File: src/common/front_cfg_pkg.sv
// Purpose: shared constants and types of the front switch configuration decoder
// Assumes: eight switches, switch 1 on bit 0
// Notes: register offsets are byte addresses on the AHB-Lite bus
package front_cfg_pkg;

  // ************************************************
  // register map
  // ************************************************
  localparam logic [7:0] OFS_SWITCH = 8'h00;
  localparam logic [7:0] OFS_PORT = 8'h04;
  localparam logic [7:0] OFS_SETUP = 8'h08;
  localparam logic [7:0] OFS_STATE = 8'h0c;
  localparam logic [7:0] OFS_IRQ_STAT = 8'h10;
  localparam logic [7:0] OFS_IRQ_MASK = 8'h14;
  localparam int ADDR_LSB_W = 8;

  localparam int SW_W = 8;
  localparam int SETUP_W = 16;
  localparam logic [SETUP_W-1:0] SETUP_RST = 16'h0000;
  localparam int BATT_CODE_LSB = 12;
  localparam int BATT_CODE_W = 4;

  // ************************************************
  // interrupt bits
  // ************************************************
  localparam int IRQ_W = 4;
  localparam int IRQ_WR_REJ = 0;
  localparam int IRQ_XFER_DONE = 1;
  localparam int IRQ_BATT = 2;
  localparam int IRQ_LOST = 3;

  // ************************************************
  // port settings
  // ************************************************
  localparam logic [12:0] SETUP_PERIPH_BASE = 13'd6650;
  localparam logic [12:0] SETUP_RS232_BASE = 13'd6645;
  localparam logic [12:0] SETUP_NONE = 13'd0;
  localparam logic [3:0] STD_DATA_BITS = 4'h7;
  localparam logic [1:0] STD_STOP_BITS = 2'h2;
  localparam logic STD_PARITY_EVEN = 1'b1;
  localparam logic [16:0] STD_BAUD = 17'd9600;

  // ************************************************
  // types
  // ************************************************
  // field order matches switch bits, switch 1 in the lsb
  typedef struct packed {
    logic proto_tool;
    logic periph_other;
    logic aux_0712;
    logic port_std;
    logic exp_user;
    logic lang_english;
    logic auto_xfer;
    logic write_protect;
  } cfg_s;

  typedef struct packed {
    logic std;
    logic [12:0] setup_base;
  } port_s;

  typedef enum logic [1:0] {
    AREA_PROGRAM = 2'h0,
    AREA_RODATA = 2'h1,
    AREA_SETUP = 2'h2,
    AREA_OTHER = 2'h3
  } area_e;

  typedef enum logic [1:0] {
    SEG_PROGRAM = 2'h0,
    SEG_RODATA = 2'h1,
    SEG_SETUP = 2'h2,
    SEG_EXPINFO = 2'h3
  } seg_e;

  typedef enum logic [2:0] {
    XS_IDLE = 3'b001,
    XS_REQ = 3'b010,
    XS_DONE = 3'b100
  } xfer_state_e;

endpackage

File: src/rtl/front_switch_config_decoder.sv
// Purpose: decode the front panel switches and apply their effects
// Assumes: all status inputs synchronous to hclk; AHB-Lite single slave
// Notes: zero wait state slave, every answer OKAY
//
// Operation
// switch 1 on rejects tool writes to program, read-only data and setup words.
// switch 2 on copies program, data, setup and expansion info at startup.
// with auto copy and switch 4 off, skip expansion info, use defaults.
// switch 3 on selects English console text, off the ROM language.
// switch 4 on uses user codes; off at power-up restores defaults.
// switch 5 on gives both ports the fixed standard framing at 9600 baud.
// with switch 7 off, switch 5 does not affect the peripheral port.
// switch 5 off takes port settings from setup words 6650 and 6645.
// switch 6 is mirrored into auxiliary area bit 0712.
// switch 7 off allows only the console, on allows other tools.
// switch 8 enables the protocol tool; turn off before online work.
// the right code in setup word 6655 bits 12-15 masks battery errors.
// a dead battery clears retained areas and spoils special area at power-off.
// user program clears hold and output-off bits when battery is bad.
// without battery, do not keep hold bits via setup word 6601.
// hold bit keeps I/O memory over mode changes; fatal stop forces outputs off.
// switches sampled once after reset and held until power cycles.
//
// The AHB-Lite register port and the placing of the registers were decided locally.
`timescale 1ns/10ps
`default_nettype none
module front_switch_config_decoder #(
  parameter int SETTLE_CYCLES = 16,
  parameter logic [3:0] BATT_OFF_CODE = 4'h1
) (
  input wire logic hclk,
  input wire logic hresetn,
  input wire logic hsel,
  input wire logic [31:0] haddr,
  input wire logic [1:0] htrans,
  input wire logic hwrite,
  input wire logic [2:0] hsize,
  input wire logic [31:0] hwdata,
  input wire logic hready,
  output logic hreadyout,
  output logic [31:0] hrdata,
  output logic hresp,
  input wire logic [7:0] sw,
  input wire logic pd_wr_req,
  input wire front_cfg_pkg::area_e pd_wr_area,
  input wire logic xfer_ack,
  input wire logic batt_expired,
  input wire logic pwr_off,
  input wire logic mode_change,
  input wire logic fatal_stop,
  input wire logic io_hold,
  output front_cfg_pkg::cfg_s cfg_r,
  output logic cfg_valid_r,
  output logic pd_wr_ok_r,
  output logic pd_wr_rej_r,
  output logic xfer_req_r,
  output front_cfg_pkg::seg_e xfer_seg_r,
  output logic exp_default_r,
  output front_cfg_pkg::port_s periph_r,
  output front_cfg_pkg::port_s rs232_r,
  output logic batt_err_r,
  output logic retain_clear_r,
  output logic special_undef_r,
  output logic io_clear_r,
  output logic outputs_off_r,
  output logic irq_r
);

  localparam int AW = front_cfg_pkg::ADDR_LSB_W;

  logic [7:0] sw_cap;
  logic xfer_done;
  logic wr_pend_r;
  logic [AW-1:0] wr_addr_r;
  logic [front_cfg_pkg::SETUP_W-1:0] setup_r;
  logic [front_cfg_pkg::IRQ_W-1:0] irq_stat_r;
  logic [front_cfg_pkg::IRQ_W-1:0] irq_mask_r;
  logic [front_cfg_pkg::IRQ_W-1:0] irq_ev;
  logic [front_cfg_pkg::IRQ_W-1:0] irq_clr;
  logic batt_err_nxt;
  logic addr_ok;

  // ************************************************
  // switch capture and transfer sequence
  // ************************************************
  sw_sampler #(
    .W(front_cfg_pkg::SW_W),
    .SETTLE(SETTLE_CYCLES)
  ) u_sampler (
    .hclk(hclk),
    .hresetn(hresetn),
    .sw_in(sw),
    .sw_out_r(sw_cap),
    .valid_r(cfg_valid_r)
  );

  // decoded fields: lang R4, exp_user R5, aux R9, client R10, tool R11
  assign cfg_r = front_cfg_pkg::cfg_s'(sw_cap);

  xfer_seq u_xfer (
    .hclk(hclk),
    .hresetn(hresetn),
    .start(cfg_valid_r),
    .auto_xfer(cfg_r.auto_xfer),
    .exp_user(cfg_r.exp_user),
    .xfer_ack(xfer_ack),
    .xfer_req_r(xfer_req_r),
    .xfer_seg_r(xfer_seg_r),
    .exp_default_r(exp_default_r),
    .done_r(xfer_done)
  );

  // ************************************************
  // programming device write gate
  // ************************************************
  function automatic logic guarded(input front_cfg_pkg::area_e a);
    guarded = (a != front_cfg_pkg::AREA_OTHER);
  endfunction

  always_ff @(posedge hclk or negedge hresetn) begin
    if (!hresetn) begin
      pd_wr_ok_r <= 1'b0;
      pd_wr_rej_r <= 1'b0;
    end else begin
      // writes before capture are refused as if protected
      pd_wr_rej_r <= pd_wr_req && guarded(pd_wr_area) &&
                     (cfg_r.write_protect || !cfg_valid_r);
      pd_wr_ok_r <= pd_wr_req && !(guarded(pd_wr_area) &&
                    (cfg_r.write_protect || !cfg_valid_r));
    end
  end

  // ************************************************
  // serial port settings
  // ************************************************
  always_ff @(posedge hclk or negedge hresetn) begin
    if (!hresetn) begin
      periph_r <= '0;
      rs232_r <= '0;
    end else begin
      rs232_r.std <= cfg_r.port_std;
      rs232_r.setup_base <= cfg_r.port_std ? front_cfg_pkg::SETUP_NONE :
                            front_cfg_pkg::SETUP_RS232_BASE;
      periph_r.std <= cfg_r.port_std && cfg_r.periph_other;
      periph_r.setup_base <= (cfg_r.port_std && cfg_r.periph_other) ?
                             front_cfg_pkg::SETUP_NONE :
                             front_cfg_pkg::SETUP_PERIPH_BASE;
    end
  end

  // ************************************************
  // battery and retention
  // ************************************************
  assign batt_err_nxt = batt_expired &&
    (setup_r[front_cfg_pkg::BATT_CODE_LSB +: front_cfg_pkg::BATT_CODE_W] != BATT_OFF_CODE);

  always_ff @(posedge hclk or negedge hresetn) begin
    if (!hresetn) begin
      batt_err_r <= 1'b0;
    end else begin
      batt_err_r <= batt_err_nxt;
    end
  end

  always_ff @(posedge hclk or negedge hresetn) begin
    if (!hresetn) begin
      retain_clear_r <= 1'b0;
      special_undef_r <= 1'b0;
    end else begin
      retain_clear_r <= pwr_off && batt_expired;
      if (pwr_off && batt_expired) begin
        special_undef_r <= 1'b1;
      end
    end
  end

  // ************************************************
  // hold bit and fatal stop
  // ************************************************
  always_ff @(posedge hclk or negedge hresetn) begin
    if (!hresetn) begin
      io_clear_r <= 1'b0;
      outputs_off_r <= 1'b0;
    end else begin
      io_clear_r <= mode_change && !io_hold;
      outputs_off_r <= fatal_stop;
    end
  end

  // ************************************************
  // AHB-Lite slave
  // ************************************************
  function automatic logic [31:0] read_mux(input logic [AW-1:0] a);
    read_mux = 32'h0000_0000;
    case (a)
      front_cfg_pkg::OFS_SWITCH: read_mux = {23'h0, cfg_valid_r, sw_cap};
      front_cfg_pkg::OFS_PORT: read_mux = {29'h0, cfg_r.periph_other, rs232_r.std, periph_r.std};
      front_cfg_pkg::OFS_SETUP: read_mux = {16'h0, setup_r};
      front_cfg_pkg::OFS_STATE: read_mux = {27'h0, outputs_off_r, io_hold,
                                            special_undef_r, batt_err_r, xfer_req_r};
      front_cfg_pkg::OFS_IRQ_STAT: read_mux = {28'h0, irq_stat_r};
      front_cfg_pkg::OFS_IRQ_MASK: read_mux = {28'h0, irq_mask_r};
      default: read_mux = 32'h0000_0000;
    endcase
  endfunction

  assign addr_ok = hsel && hready && htrans[1] && (haddr[31:AW] == '0);

  always_ff @(posedge hclk or negedge hresetn) begin
    if (!hresetn) begin
      hreadyout <= 1'b0;
      hresp <= 1'b0;
    end else begin
      hreadyout <= 1'b1;
      hresp <= 1'b0;
    end
  end

  always_ff @(posedge hclk or negedge hresetn) begin
    if (!hresetn) begin
      wr_pend_r <= 1'b0;
      wr_addr_r <= '0;
      hrdata <= 32'h0000_0000;
    end else begin
      wr_pend_r <= addr_ok && hwrite;
      wr_addr_r <= haddr[AW-1:0];
      hrdata <= (addr_ok && !hwrite) ? read_mux(haddr[AW-1:0]) : 32'h0000_0000;
    end
  end

  always_ff @(posedge hclk or negedge hresetn) begin
    if (!hresetn) begin
      setup_r <= front_cfg_pkg::SETUP_RST;
      irq_mask_r <= '0;
    end else if (wr_pend_r) begin
      if (wr_addr_r == front_cfg_pkg::OFS_SETUP) begin
        setup_r <= hwdata[front_cfg_pkg::SETUP_W-1:0];
      end
      if (wr_addr_r == front_cfg_pkg::OFS_IRQ_MASK) begin
        irq_mask_r <= hwdata[front_cfg_pkg::IRQ_W-1:0];
      end
    end
  end

  // ************************************************
  // interrupts
  // ************************************************
  assign irq_ev = {retain_clear_r, batt_err_nxt && !batt_err_r, xfer_done, pd_wr_rej_r};
  assign irq_clr = (wr_pend_r && wr_addr_r == front_cfg_pkg::OFS_IRQ_STAT) ?
                   hwdata[front_cfg_pkg::IRQ_W-1:0] : '0;

  always_ff @(posedge hclk or negedge hresetn) begin
    if (!hresetn) begin
      irq_stat_r <= '0;
      irq_r <= 1'b0;
    end else begin
      // a new event beats a clear in the same cycle
      irq_stat_r <= (irq_stat_r & ~irq_clr) | irq_ev;
      irq_r <= |(((irq_stat_r & ~irq_clr) | irq_ev) & irq_mask_r);
    end
  end
endmodule
`default_nettype wire

File: src/rtl/sw_sampler.sv
// Purpose: synchronise the front switches and capture them once after reset
// Assumes: switches are static levels during the settle window
// Notes: captured value holds until the next reset
`timescale 1ns/10ps
`default_nettype none
module sw_sampler #(
  parameter int W = 8,
  parameter int SETTLE = 16
) (
  input wire logic hclk,
  input wire logic hresetn,
  input wire logic [W-1:0] sw_in,
  output logic [W-1:0] sw_out_r,
  output logic valid_r
);

  localparam int CW = $clog2(SETTLE + 1);
  localparam logic [CW-1:0] CNT_END = CW'(SETTLE);

  logic [W-1:0] meta_r;
  logic [W-1:0] sync_r;
  logic [CW-1:0] cnt_r;

  always_ff @(posedge hclk or negedge hresetn) begin
    if (!hresetn) begin
      meta_r <= '0;
      sync_r <= '0;
    end else begin
      meta_r <= sw_in;
      sync_r <= meta_r;
    end
  end

  // single capture after the settle count
  always_ff @(posedge hclk or negedge hresetn) begin
    if (!hresetn) begin
      cnt_r <= '0;
      valid_r <= 1'b0;
      sw_out_r <= '0;
    end else if (!valid_r) begin
      if (cnt_r == CNT_END) begin
        valid_r <= 1'b1;
        sw_out_r <= sync_r;
      end else begin
        cnt_r <= cnt_r + CW'(1);
      end
    end
  end
endmodule
`default_nettype wire

File: src/rtl/xfer_seq.sv
// Purpose: startup copy sequence from the memory cassette
// Assumes: loader answers each segment request with a one-cycle ack
// Notes: segment order program, read-only data, setup, expansion info
`timescale 1ns/10ps
`default_nettype none
module xfer_seq (
  input wire logic hclk,
  input wire logic hresetn,
  input wire logic start,
  input wire logic auto_xfer,
  input wire logic exp_user,
  input wire logic xfer_ack,
  output logic xfer_req_r,
  output front_cfg_pkg::seg_e xfer_seg_r,
  output logic exp_default_r,
  output logic done_r
);

  front_cfg_pkg::xfer_state_e state_r;
  logic started_r;

  // ************************************************
  // sequencer
  // ************************************************
  always_ff @(posedge hclk or negedge hresetn) begin
    if (!hresetn) begin
      state_r <= front_cfg_pkg::XS_IDLE;
      started_r <= 1'b0;
      xfer_req_r <= 1'b0;
      xfer_seg_r <= front_cfg_pkg::SEG_PROGRAM;
      done_r <= 1'b0;
    end else begin
      done_r <= 1'b0;
      case (state_r)
        front_cfg_pkg::XS_IDLE: begin
          if (start && !started_r) begin
            started_r <= 1'b1;
            if (auto_xfer) begin
              state_r <= front_cfg_pkg::XS_REQ;
              xfer_req_r <= 1'b1;
              xfer_seg_r <= front_cfg_pkg::SEG_PROGRAM;
            end
          end
        end
        front_cfg_pkg::XS_REQ: begin
          if (xfer_ack) begin
            // expansion info is skipped when defaults are in force
            if (xfer_seg_r == front_cfg_pkg::SEG_EXPINFO ||
                (xfer_seg_r == front_cfg_pkg::SEG_SETUP && !exp_user)) begin
              state_r <= front_cfg_pkg::XS_DONE;
              xfer_req_r <= 1'b0;
            end else begin
              xfer_seg_r <= front_cfg_pkg::seg_e'(xfer_seg_r + 2'h1);
            end
          end
        end
        front_cfg_pkg::XS_DONE: begin
          done_r <= 1'b1;
          state_r <= front_cfg_pkg::XS_IDLE;
        end
        default: begin
          state_r <= front_cfg_pkg::XS_IDLE;
          xfer_req_r <= 1'b0;
        end
      endcase
    end
  end

  // defaults restored once at startup whenever user codes are off
  always_ff @(posedge hclk or negedge hresetn) begin
    if (!hresetn) begin
      exp_default_r <= 1'b0;
    end else begin
      exp_default_r <= start && !started_r && !exp_user;
    end
  end
endmodule
`default_nettype wire

File: config.mk
export PLATFORM = sky130hd
export DESIGN_NAME = front_switch_config_decoder
export DESIGN_NICKNAME = d
export VERILOG_FILES = /design/src/common/front_cfg_pkg.sv /design/src/rtl/front_switch_config_decoder.sv /design/src/rtl/sw_sampler.sv /design/src/rtl/xfer_seq.sv
export SDC_FILE = /design/constraint.sdc
export NUM_CORES = 1
export LEC_CHECK = 0
export ABC_AREA = 1
export BUFFER_PORTS_ARGS = -buffer_cell sky130_fd_sc_hd__buf_2
export CAP_MARGIN = 20
export CORE_ASPECT_RATIO = 1.4
export CORE_UTILIZATION = 41
export CTS_BUF_LIST = sky130_fd_sc_hd__clkbuf_4
export CTS_CLUSTER_DIAMETER = 40
export DETAILED_ROUTE_END_ITERATION = 8
export PLACE_DENSITY = 0.75
export SETUP_SLACK_MARGIN = 0.3
export SYNTH_ARGS = -nofsm -noshare
export SYNTH_HDL_FRONTEND = slang
export SYNTH_SLANG_ARGS = --single-unit
File: constraint.sdc
create_clock -name hclk -period 3.7 [get_ports hclk]
set_input_delay 0.185 -clock hclk [delete_from_list [all_inputs] [get_ports hclk]]
set_output_delay 0.185 -clock hclk [all_outputs]
set_load 0.1 [all_outputs]
==> results of run 1 <==
## cells by family (layout without fill, tap and decap cells)
family | after synthesis | count (layout) | share of synthesized area, %
buf+inv | 109 | 250 | 13.6
flops | 101 | 101 | 58.6
mux | 5 | 5 | 1.30
fa+ha+maj | 4 | 4 | 1.16
compound gates | 38 | 38 | 4.81
xor+xnor | 4 | 4 | 0.812
simple gates | 192 | 192 | 19.5
other cells | 2 | 26 | 0.174
## power by group through the flow
stage                     clock network (uW)  logic (uW)  registers [uW]
final                                    564         644            1190
after CTS                                582         642            1200
after global routing                     624         692            1200
after global placement                     0         594            1210
after detailed placement                   0         607            1220
after floorplan                            0         338            1380
## state kept, by name (all words and copies together) (netlist names), 2 cells and up
| name | cells |
|---|---|
| hrdata | 16 |
| setup_r | 16 |
| u_sampler.meta_r | 8 |
| u_sampler.sw_out_r | 8 |
| u_sampler.sync_r | 8 |
| wr_addr_r | 8 |
| u_sampler.cnt_r | 5 |
| irq_mask_r | 4 |
| irq_stat_r | 4 |
| u_xfer.state_r | 3 |
| periph_r | 2 |
| rs232_r | 2 |
| u_xfer.xfer_seg_r | 2 |
## stage by stage
stage	instance area [um^2]	power [uW]	cells	utilization, %	setup WS (ns)
2_1_floorplan	4410	1720	479	-	1.79
3_3_place_gp	4870	1810	694	48.4	1.67
3_5_place_dp	4870	1820	694	48.4	1.60
4_1_cts	5430	2420	753	54.0	1.60
5_1_grt	5490	2520	755	54.5	1.71
6_report	5490	2400	755	54.5	1.79
## critical path, cell delays in order
cell and delay (ns):
dlygate4sd3_1 0.53, buf_2 0.13, nor2_1 0.17, nand3_2 0.14
nor3_2 0.77, nand2_1 0.09, and3_1 0.21, nor2_1 0.09
## area by class of cell
class / instances / area (um^2) / area share (%)
clock buffer: 9 / 67.6 / 1.23
multi-input combinational: 269 / 1290 / 23.5
tap: 135 / 169 / 3.08
sequential: 101 / 2530 / 46.1
inverter: 60 / 228 / 4.15
clock inverter: 7 / 66.3 / 1.21
timing repair buffer: 174 / 1140 / 20.7
## cells in the final DEF, fill, tap and decap left out, types with 2 or more instances in the layout
cell           netlist  routed
nand3_2              2       2
nand2_1             85      85
mux2_2               5       5
a21oi_1              2       2
clkinv_2             0       3
inv_2                3       3
xor2_1               3       3
nand3_1             33      33
o21ai_1             16      16
a22oi_1              4       4
conb_1               2      26
buf_4               43       2
clkinv_1             1       2
ha_1                 4       4
o21ai_0             13      13
buf_2                5     127
nor2_1              46      46
clkbuf_4             0       9
a211oi_1             2       2
dlygate4sd3_1        0      43
nor2_2               2       2
nor3_2               2       2
nand4_1              2       2
dfrtp_1            100     100
buf_16               0       2
nor3_1              12      12
inv_1               55      55
clkinv_4             0       2
## path summary, 6_finish.rpt
kind                            cells past startpoint                start  slack, ns                     to
worst min-delay path                                4        pd_wr_area[0]       0.04            pd_wr_rej_r
worst max register to register                      5   u_sampler.cnt_r[0]       1.80  u_sampler.sw_out_r[7]
worst min register to register                      0  u_sampler.meta_r[5]       0.36    u_sampler.sync_r[5]
worst max-delay path                                8             haddr[5]       1.79              hrdata[4]
max in group asynchronous                           4              hresetn       2.72          irq_stat_r[0]
min in group asynchronous                           2              hresetn       0.09            setup_r[10]
## metal layers
layer / vias up / routed length [um]
met2: 112 / 5250
met4: 0 / 328
met1: 1603 / 3840
li1: 1682 / -
met5: - / 0
met3: 25 / 418
## what timing repair did
action / CTS / global route
hold buffers: 43 / 0
resized for setup: 0 / 0
hold endpoints to repair: 124 / 0
endpoints found under the setup margin: 0 / 0
==> run_results.csv, run 1 <==
group,metric,value,unit
sta,relSlewSlack,33.9,%
worst_setup_path,crit_fanout,11,
clock_network,clock_sinks,101,
run_status,status,"finished, final reports clean",
detailed_routing,drc_errors,0,
clock_network,clock_latency,0.47,ns
sta,fin_tns_setup,0,ns
die,dieArea,10900,um^2
grt,top_usage_layer,"met2",
run,drv_cap,0,
grt,antenna_found_initial,0,
yosys,syn-cell-area,4320,um^2
sta,hold_viol,0,
power,seq_power_share,49.7,%
power,swShare,38.0,%
detailed_routing,drt_iter0_drc,160,
clock_network,htreeDepth,3,
detailed_routing,vias_per_cell,4.53,
clock_network,postCtsSetupBuffers,0,
grt,grt_pass1_wl,15200,um
detailed_routing,vias,3422,
grt,grt_pass1_vias,3366,
sta,whs,0.0435,ns
yosys,seq_area_frac_synth,58.6,%
power,power_frac_comb,26.8,%
die,die_w,88.7,um
yosys,syn_area_per_cell,9.48,um^2
die,core-area,10100,um^2
layout,layout.nets,710,
yosys,synth_top_area_share,58.0,%
sta,period_minus_slack,1.91,ns
yosys,synthCells,455,
worst_setup_path,cp.arrival,2.31,ns
grt,grt.met2_usage,33.3,%
die,die_h,123,um
yosys,ys_types,36,
yosys,synth_warnings,0,
power,p_clk_share,23.5,%
grt,use_met3,3.40,%
hold_path,min_path_type,"input port to flip-flop",
worst_setup_path,cp-end-kind,"flip-flop",
yosys,synth_edf_count,0,
grt,overflow,0,
die,ios,174,
layout,nFillCells,918,
yosys,synth.ff_latch_count,101,
yosys,synth_commonest_cells,"100 x dfrtp_1, 85 x nand2_1, 55 x inv_1",
die,core.rowCount,43,
sta,slew_viol_final,0,
yosys,yosysMostFrequentCell,"dfrtp_1",
power,peakVddDrop,0.226,mV
layout,insertedDiodeCount,0,
detailed_routing,wire_per_inst,13.0,um
sta,setup_viol,0,
worst_setup_path,required,4.10,ns
sta,tightest_slew,0.986,ns
power,p_per_area,438,nW/um^2
worst_setup_path,worstSetupPathType,"input port to flip-flop",
yosys,synthFlopType,"dfrtp_1",
yosys,synth-async-reset-ratio,100,%
clock_network,cts_inserted_buffers,9,
sta,rsz0062_at_grt,"false",
power,p_leak,0.00295,uW
grt,grt_use_met1,21.2,%
power,intPower,1490,uW
placed_design,portBuffers,128,
yosys,synth.area.top_cells,"dfrtp_1 58%, buf_4 7.5%, nand2_1 7.4%",
sta,fin_skew,0.0146,ns
sta,fmax,524,MHz
clock_network,cts_tree,"done",
detailed_routing,dr.pass1.iters,4,
layout,drive_gt1_share,26.6,%
placed_design,dp.final_hpwl,6790,um
layout,area_growth,27.1,%
detailed_routing,routed_wl,9840,um
clock_network,clk_path_buf_depth,2,
clock_network,clkTransAtPathRegs,0.14,ns
grt,grt_max_degree,83,
power,p_switching,914,uW
placed_design,gp_congestion,0.783,
sta,fin_crit_sh,51.6,%
grt,grt.total_usage,18.9,%
die,initial_core_util,42.9,%
worst_setup_path,startpoint_type,"input port",
clock_network,cts-root-buf,"clkbuf_4",
yosys,yosysTopAreaCell,"dfrtp_1",
detailed_routing,ant_nets,0,
(Power assumes the default switching activity.)
==> run 2: changes to the inputs <==
--- a/config.mk
+++ b/config.mk
@@ -13,7 +13,7 @@
 export CTS_BUF_LIST = sky130_fd_sc_hd__clkbuf_4
 export CTS_CLUSTER_DIAMETER = 40
 export DETAILED_ROUTE_END_ITERATION = 8
-export PLACE_DENSITY = 0.75
+export PLACE_DENSITY = 0.77
 export SETUP_SLACK_MARGIN = 0.3
 export SYNTH_ARGS = -nofsm -noshare
 export SYNTH_HDL_FRONTEND = slang
==> constraint.sdc (replaced) <==
create_clock -name hclk -period 1.6 [get_ports hclk]
set_input_delay 0.08 -clock hclk [delete_from_list [all_inputs] [get_ports hclk]]
set_output_delay 0.08 -clock hclk [all_outputs]
set_load 0.1 [all_outputs]
==> run 2 against run 1 <==
  * Sequential cell count unchanged
  * Die area unchanged
  * Final area up 21%
  * Setup slack worse by 1.7 ns
  * Clock skew up 0.0020 ns
  * Via count up 5.9%
  * Critical path type is now flip-flop to flip-flop
  * Largest cell class unchanged
==> run_results.csv, run 2 (synthesis gave the netlist of run 1 again) <==
group,metric,value,unit
run_status,status,"finished, final reports clean",
sta,fin_crit_sh,94.4,%
layout,final_common_cell,"dfrtp_1",
layout,layout.nets,749,
sta,period_minus_slack,1.51,ns
sta,fin_tns_setup,0,ns
detailed_routing,drt_iter0_drc,220,
power,power_frac_comb,33.4,%
die,die_h,123,um
sta,fmax,662,MHz
detailed_routing,wire_per_inst,14.6,um
power,p_leak,0.00335,uW
layout,area_growth,53.3,%
worst_setup_path,cp-end-kind,"flip-flop",
detailed_routing,ant_nets,0,
clock_network,clk_path_buf_depth,2,
power,p_switching,2400,uW
clock_network,clock_sinks,101,
layout,register_area,2560,um^2
power,swShare,38.2,%
layout,insertedDiodeCount,0,
clock_network,cts_tree,"done",
die,core.rowCount,43,
hold_path,min_path_type,"input port to async pin",
layout,nFillCells,756,
power,p_per_area,948,nW/um^2
worst_setup_path,cp.arrival,1.89,ns
layout,drive_gt1_share,41.4,%
power,p_clk_share,21.4,%
clock_network,clock_latency,0.47,ns
power,seq_power_share,45.1,%
sta,fin_skew,0.0165,ns
sta,setup_viol,0,
run,drv_cap,0,
die,initial_core_util,42.9,%
clock_network,cts_inserted_buffers,9,
power,peakVddDrop,1.53,mV
grt,grt_pass1_vias,3623,
power,intPower,3880,uW
die,core-area,10100,um^2
worst_setup_path,startpoint_type,"flip-flop",
die,dieArea,10900,um^2
detailed_routing,vias_per_cell,4.56,
detailed_routing,routed_wl,11600,um
clock_network,htreeDepth,3,
die,ios,174,
grt,grt.total_usage,21.4,%
placed_design,portBuffers,128,
sta,hold_viol,0,
detailed_routing,vias,3624,
die,die_w,88.7,um
detailed_routing,dr.pass1.iters,4,
placed_design,dp.final_hpwl,7020,um
grt,antenna_found_initial,0,
worst_setup_path,worstSetupPathType,"flip-flop to flip-flop",
placed_design,gp_congestion,0.811,
grt,grt_max_degree,37,
layout,layoutNonFillerInstCount,794,
worst_setup_path,required,1.98,ns
grt,grt_pass1_wl,17100,um
grt,overflow,0,
worst_setup_path,crit_fanout,4,
detailed_routing,drc_errors,0,
sta,slew_viol_final,0,
layout,largestRegisters,"hrdata x16, setup_r x16",
layout,most-common-layout-cells,"81 x dfrtp_1, 75 x nand2_1, 68 x buf_2, 50 x buf_4",
sta,rsz0062_at_grt,"true",
placed_design,placed_cells,702,
clock_network,cts-root-buf,"clkbuf_4",
clock_network,clkTransAtPathRegs,0.16,ns
layout,multi_input_area,1560,um^2
[run 2: cell types whose count changed in the layout (fill, tap and decap cells not counted), moves of 10 or more]
| cell | change |
|---|---|
| nor2_1 | -10 |
| dfrtp_1 | -19 |
| buf_4 | +48 |
| buf_2 | -59 |
| nand2_1 | -10 |
| buf_12 | +25 |
| buf_6 | +23 |
| inv_1 | -11 |
| dfrtp_2 | +16 |
[run 2: timing repair]
item                                    4_1_cts  5_1_grt
hold buffers                                 44        0
setup buffers                                17       14
pin swaps                                    17       25
cloned                                        0        1
endpoints found under the setup margin       90       84
endpoints found under the hold margin       156        0
gates resized for setup                     144       75
[run 2: worst paths after layout]
check,from,endpoint,slack [ns],cells after the start
min,hresetn,irq_mask_r[2],0.09,2
max,wr_addr_r[1],irq_r,0.09,10
max reg2reg,wr_addr_r[1],irq_r,0.09,10
min in group hclk,haddr[30],hrdata[12],0.11,6
max in group asynchronous,hresetn,u_xfer.state_r[0],0.88,3
min reg2reg,u_sampler.meta_r[7],u_sampler.sync_r[7],0.36,0
[run 2: power by group through the flow]
stage	Clock, uW	Combinational, uW	Sequential (uW)
global route	1510	2200	2850
CTS	1370	1870	2810
floorplan	0	810	3230
finish	1350	2100	2830
global placement	0	1430	2840
detailed placement	0	1470	2840
[run 2: routing by layer]
layer  wire length [um]  vias to the layer above  track usage, %  share of wire [%]
met2               6460                      123            38.4                 56
met5                  0                        -               0                  0
met4                308                        0            10.9                2.6
met3                557                       21            4.47                4.8
li1                   -                     1761               -                  -
met1               4310                     1719            23.5                 37
[run 2: final cells by class]
class / count / area share [%]
Timing Repair inverter: 1 / 0.113
Timing Repair Buffer: 212 / 29.4
Multi-Input combinational cell: 269 / 23.6
Inverter: 60 / 3.54
Tap cell: 135 / 2.55
Clock buffer: 10 / 1.13
Clock inverter: 6 / 0.964
Sequential cell: 101 / 38.7
[run 2: worst max-delay path: stages (launching register included)]
cell and delay, ns:
dfrtp_1 0.39, or2_1 0.25, nor2_1 0.12, buf_4 0.16, nand3_1 0.08, nand2_1 0.09
nand2_1 0.08, nand2_1 0.08, nand2_1 0.07, inv_1 0.07, nand2_1 0.05
[run 2: metrics by stage]
step,setup slack (ns),util (%),cell area (um^2),power (uW),hold WS [ns]
detailed placement,0.119,50.2,5050,4320,0.0704
global placement,0.167,50.2,5050,4260,0.0632
floorplan,0.134,-,4510,4040,-0.216
global route,0.0150,65.8,6620,6560,0.110
CTS,0.176,62.0,6240,6050,0.0837
finish,0.0894,65.8,6620,6270,0.0888
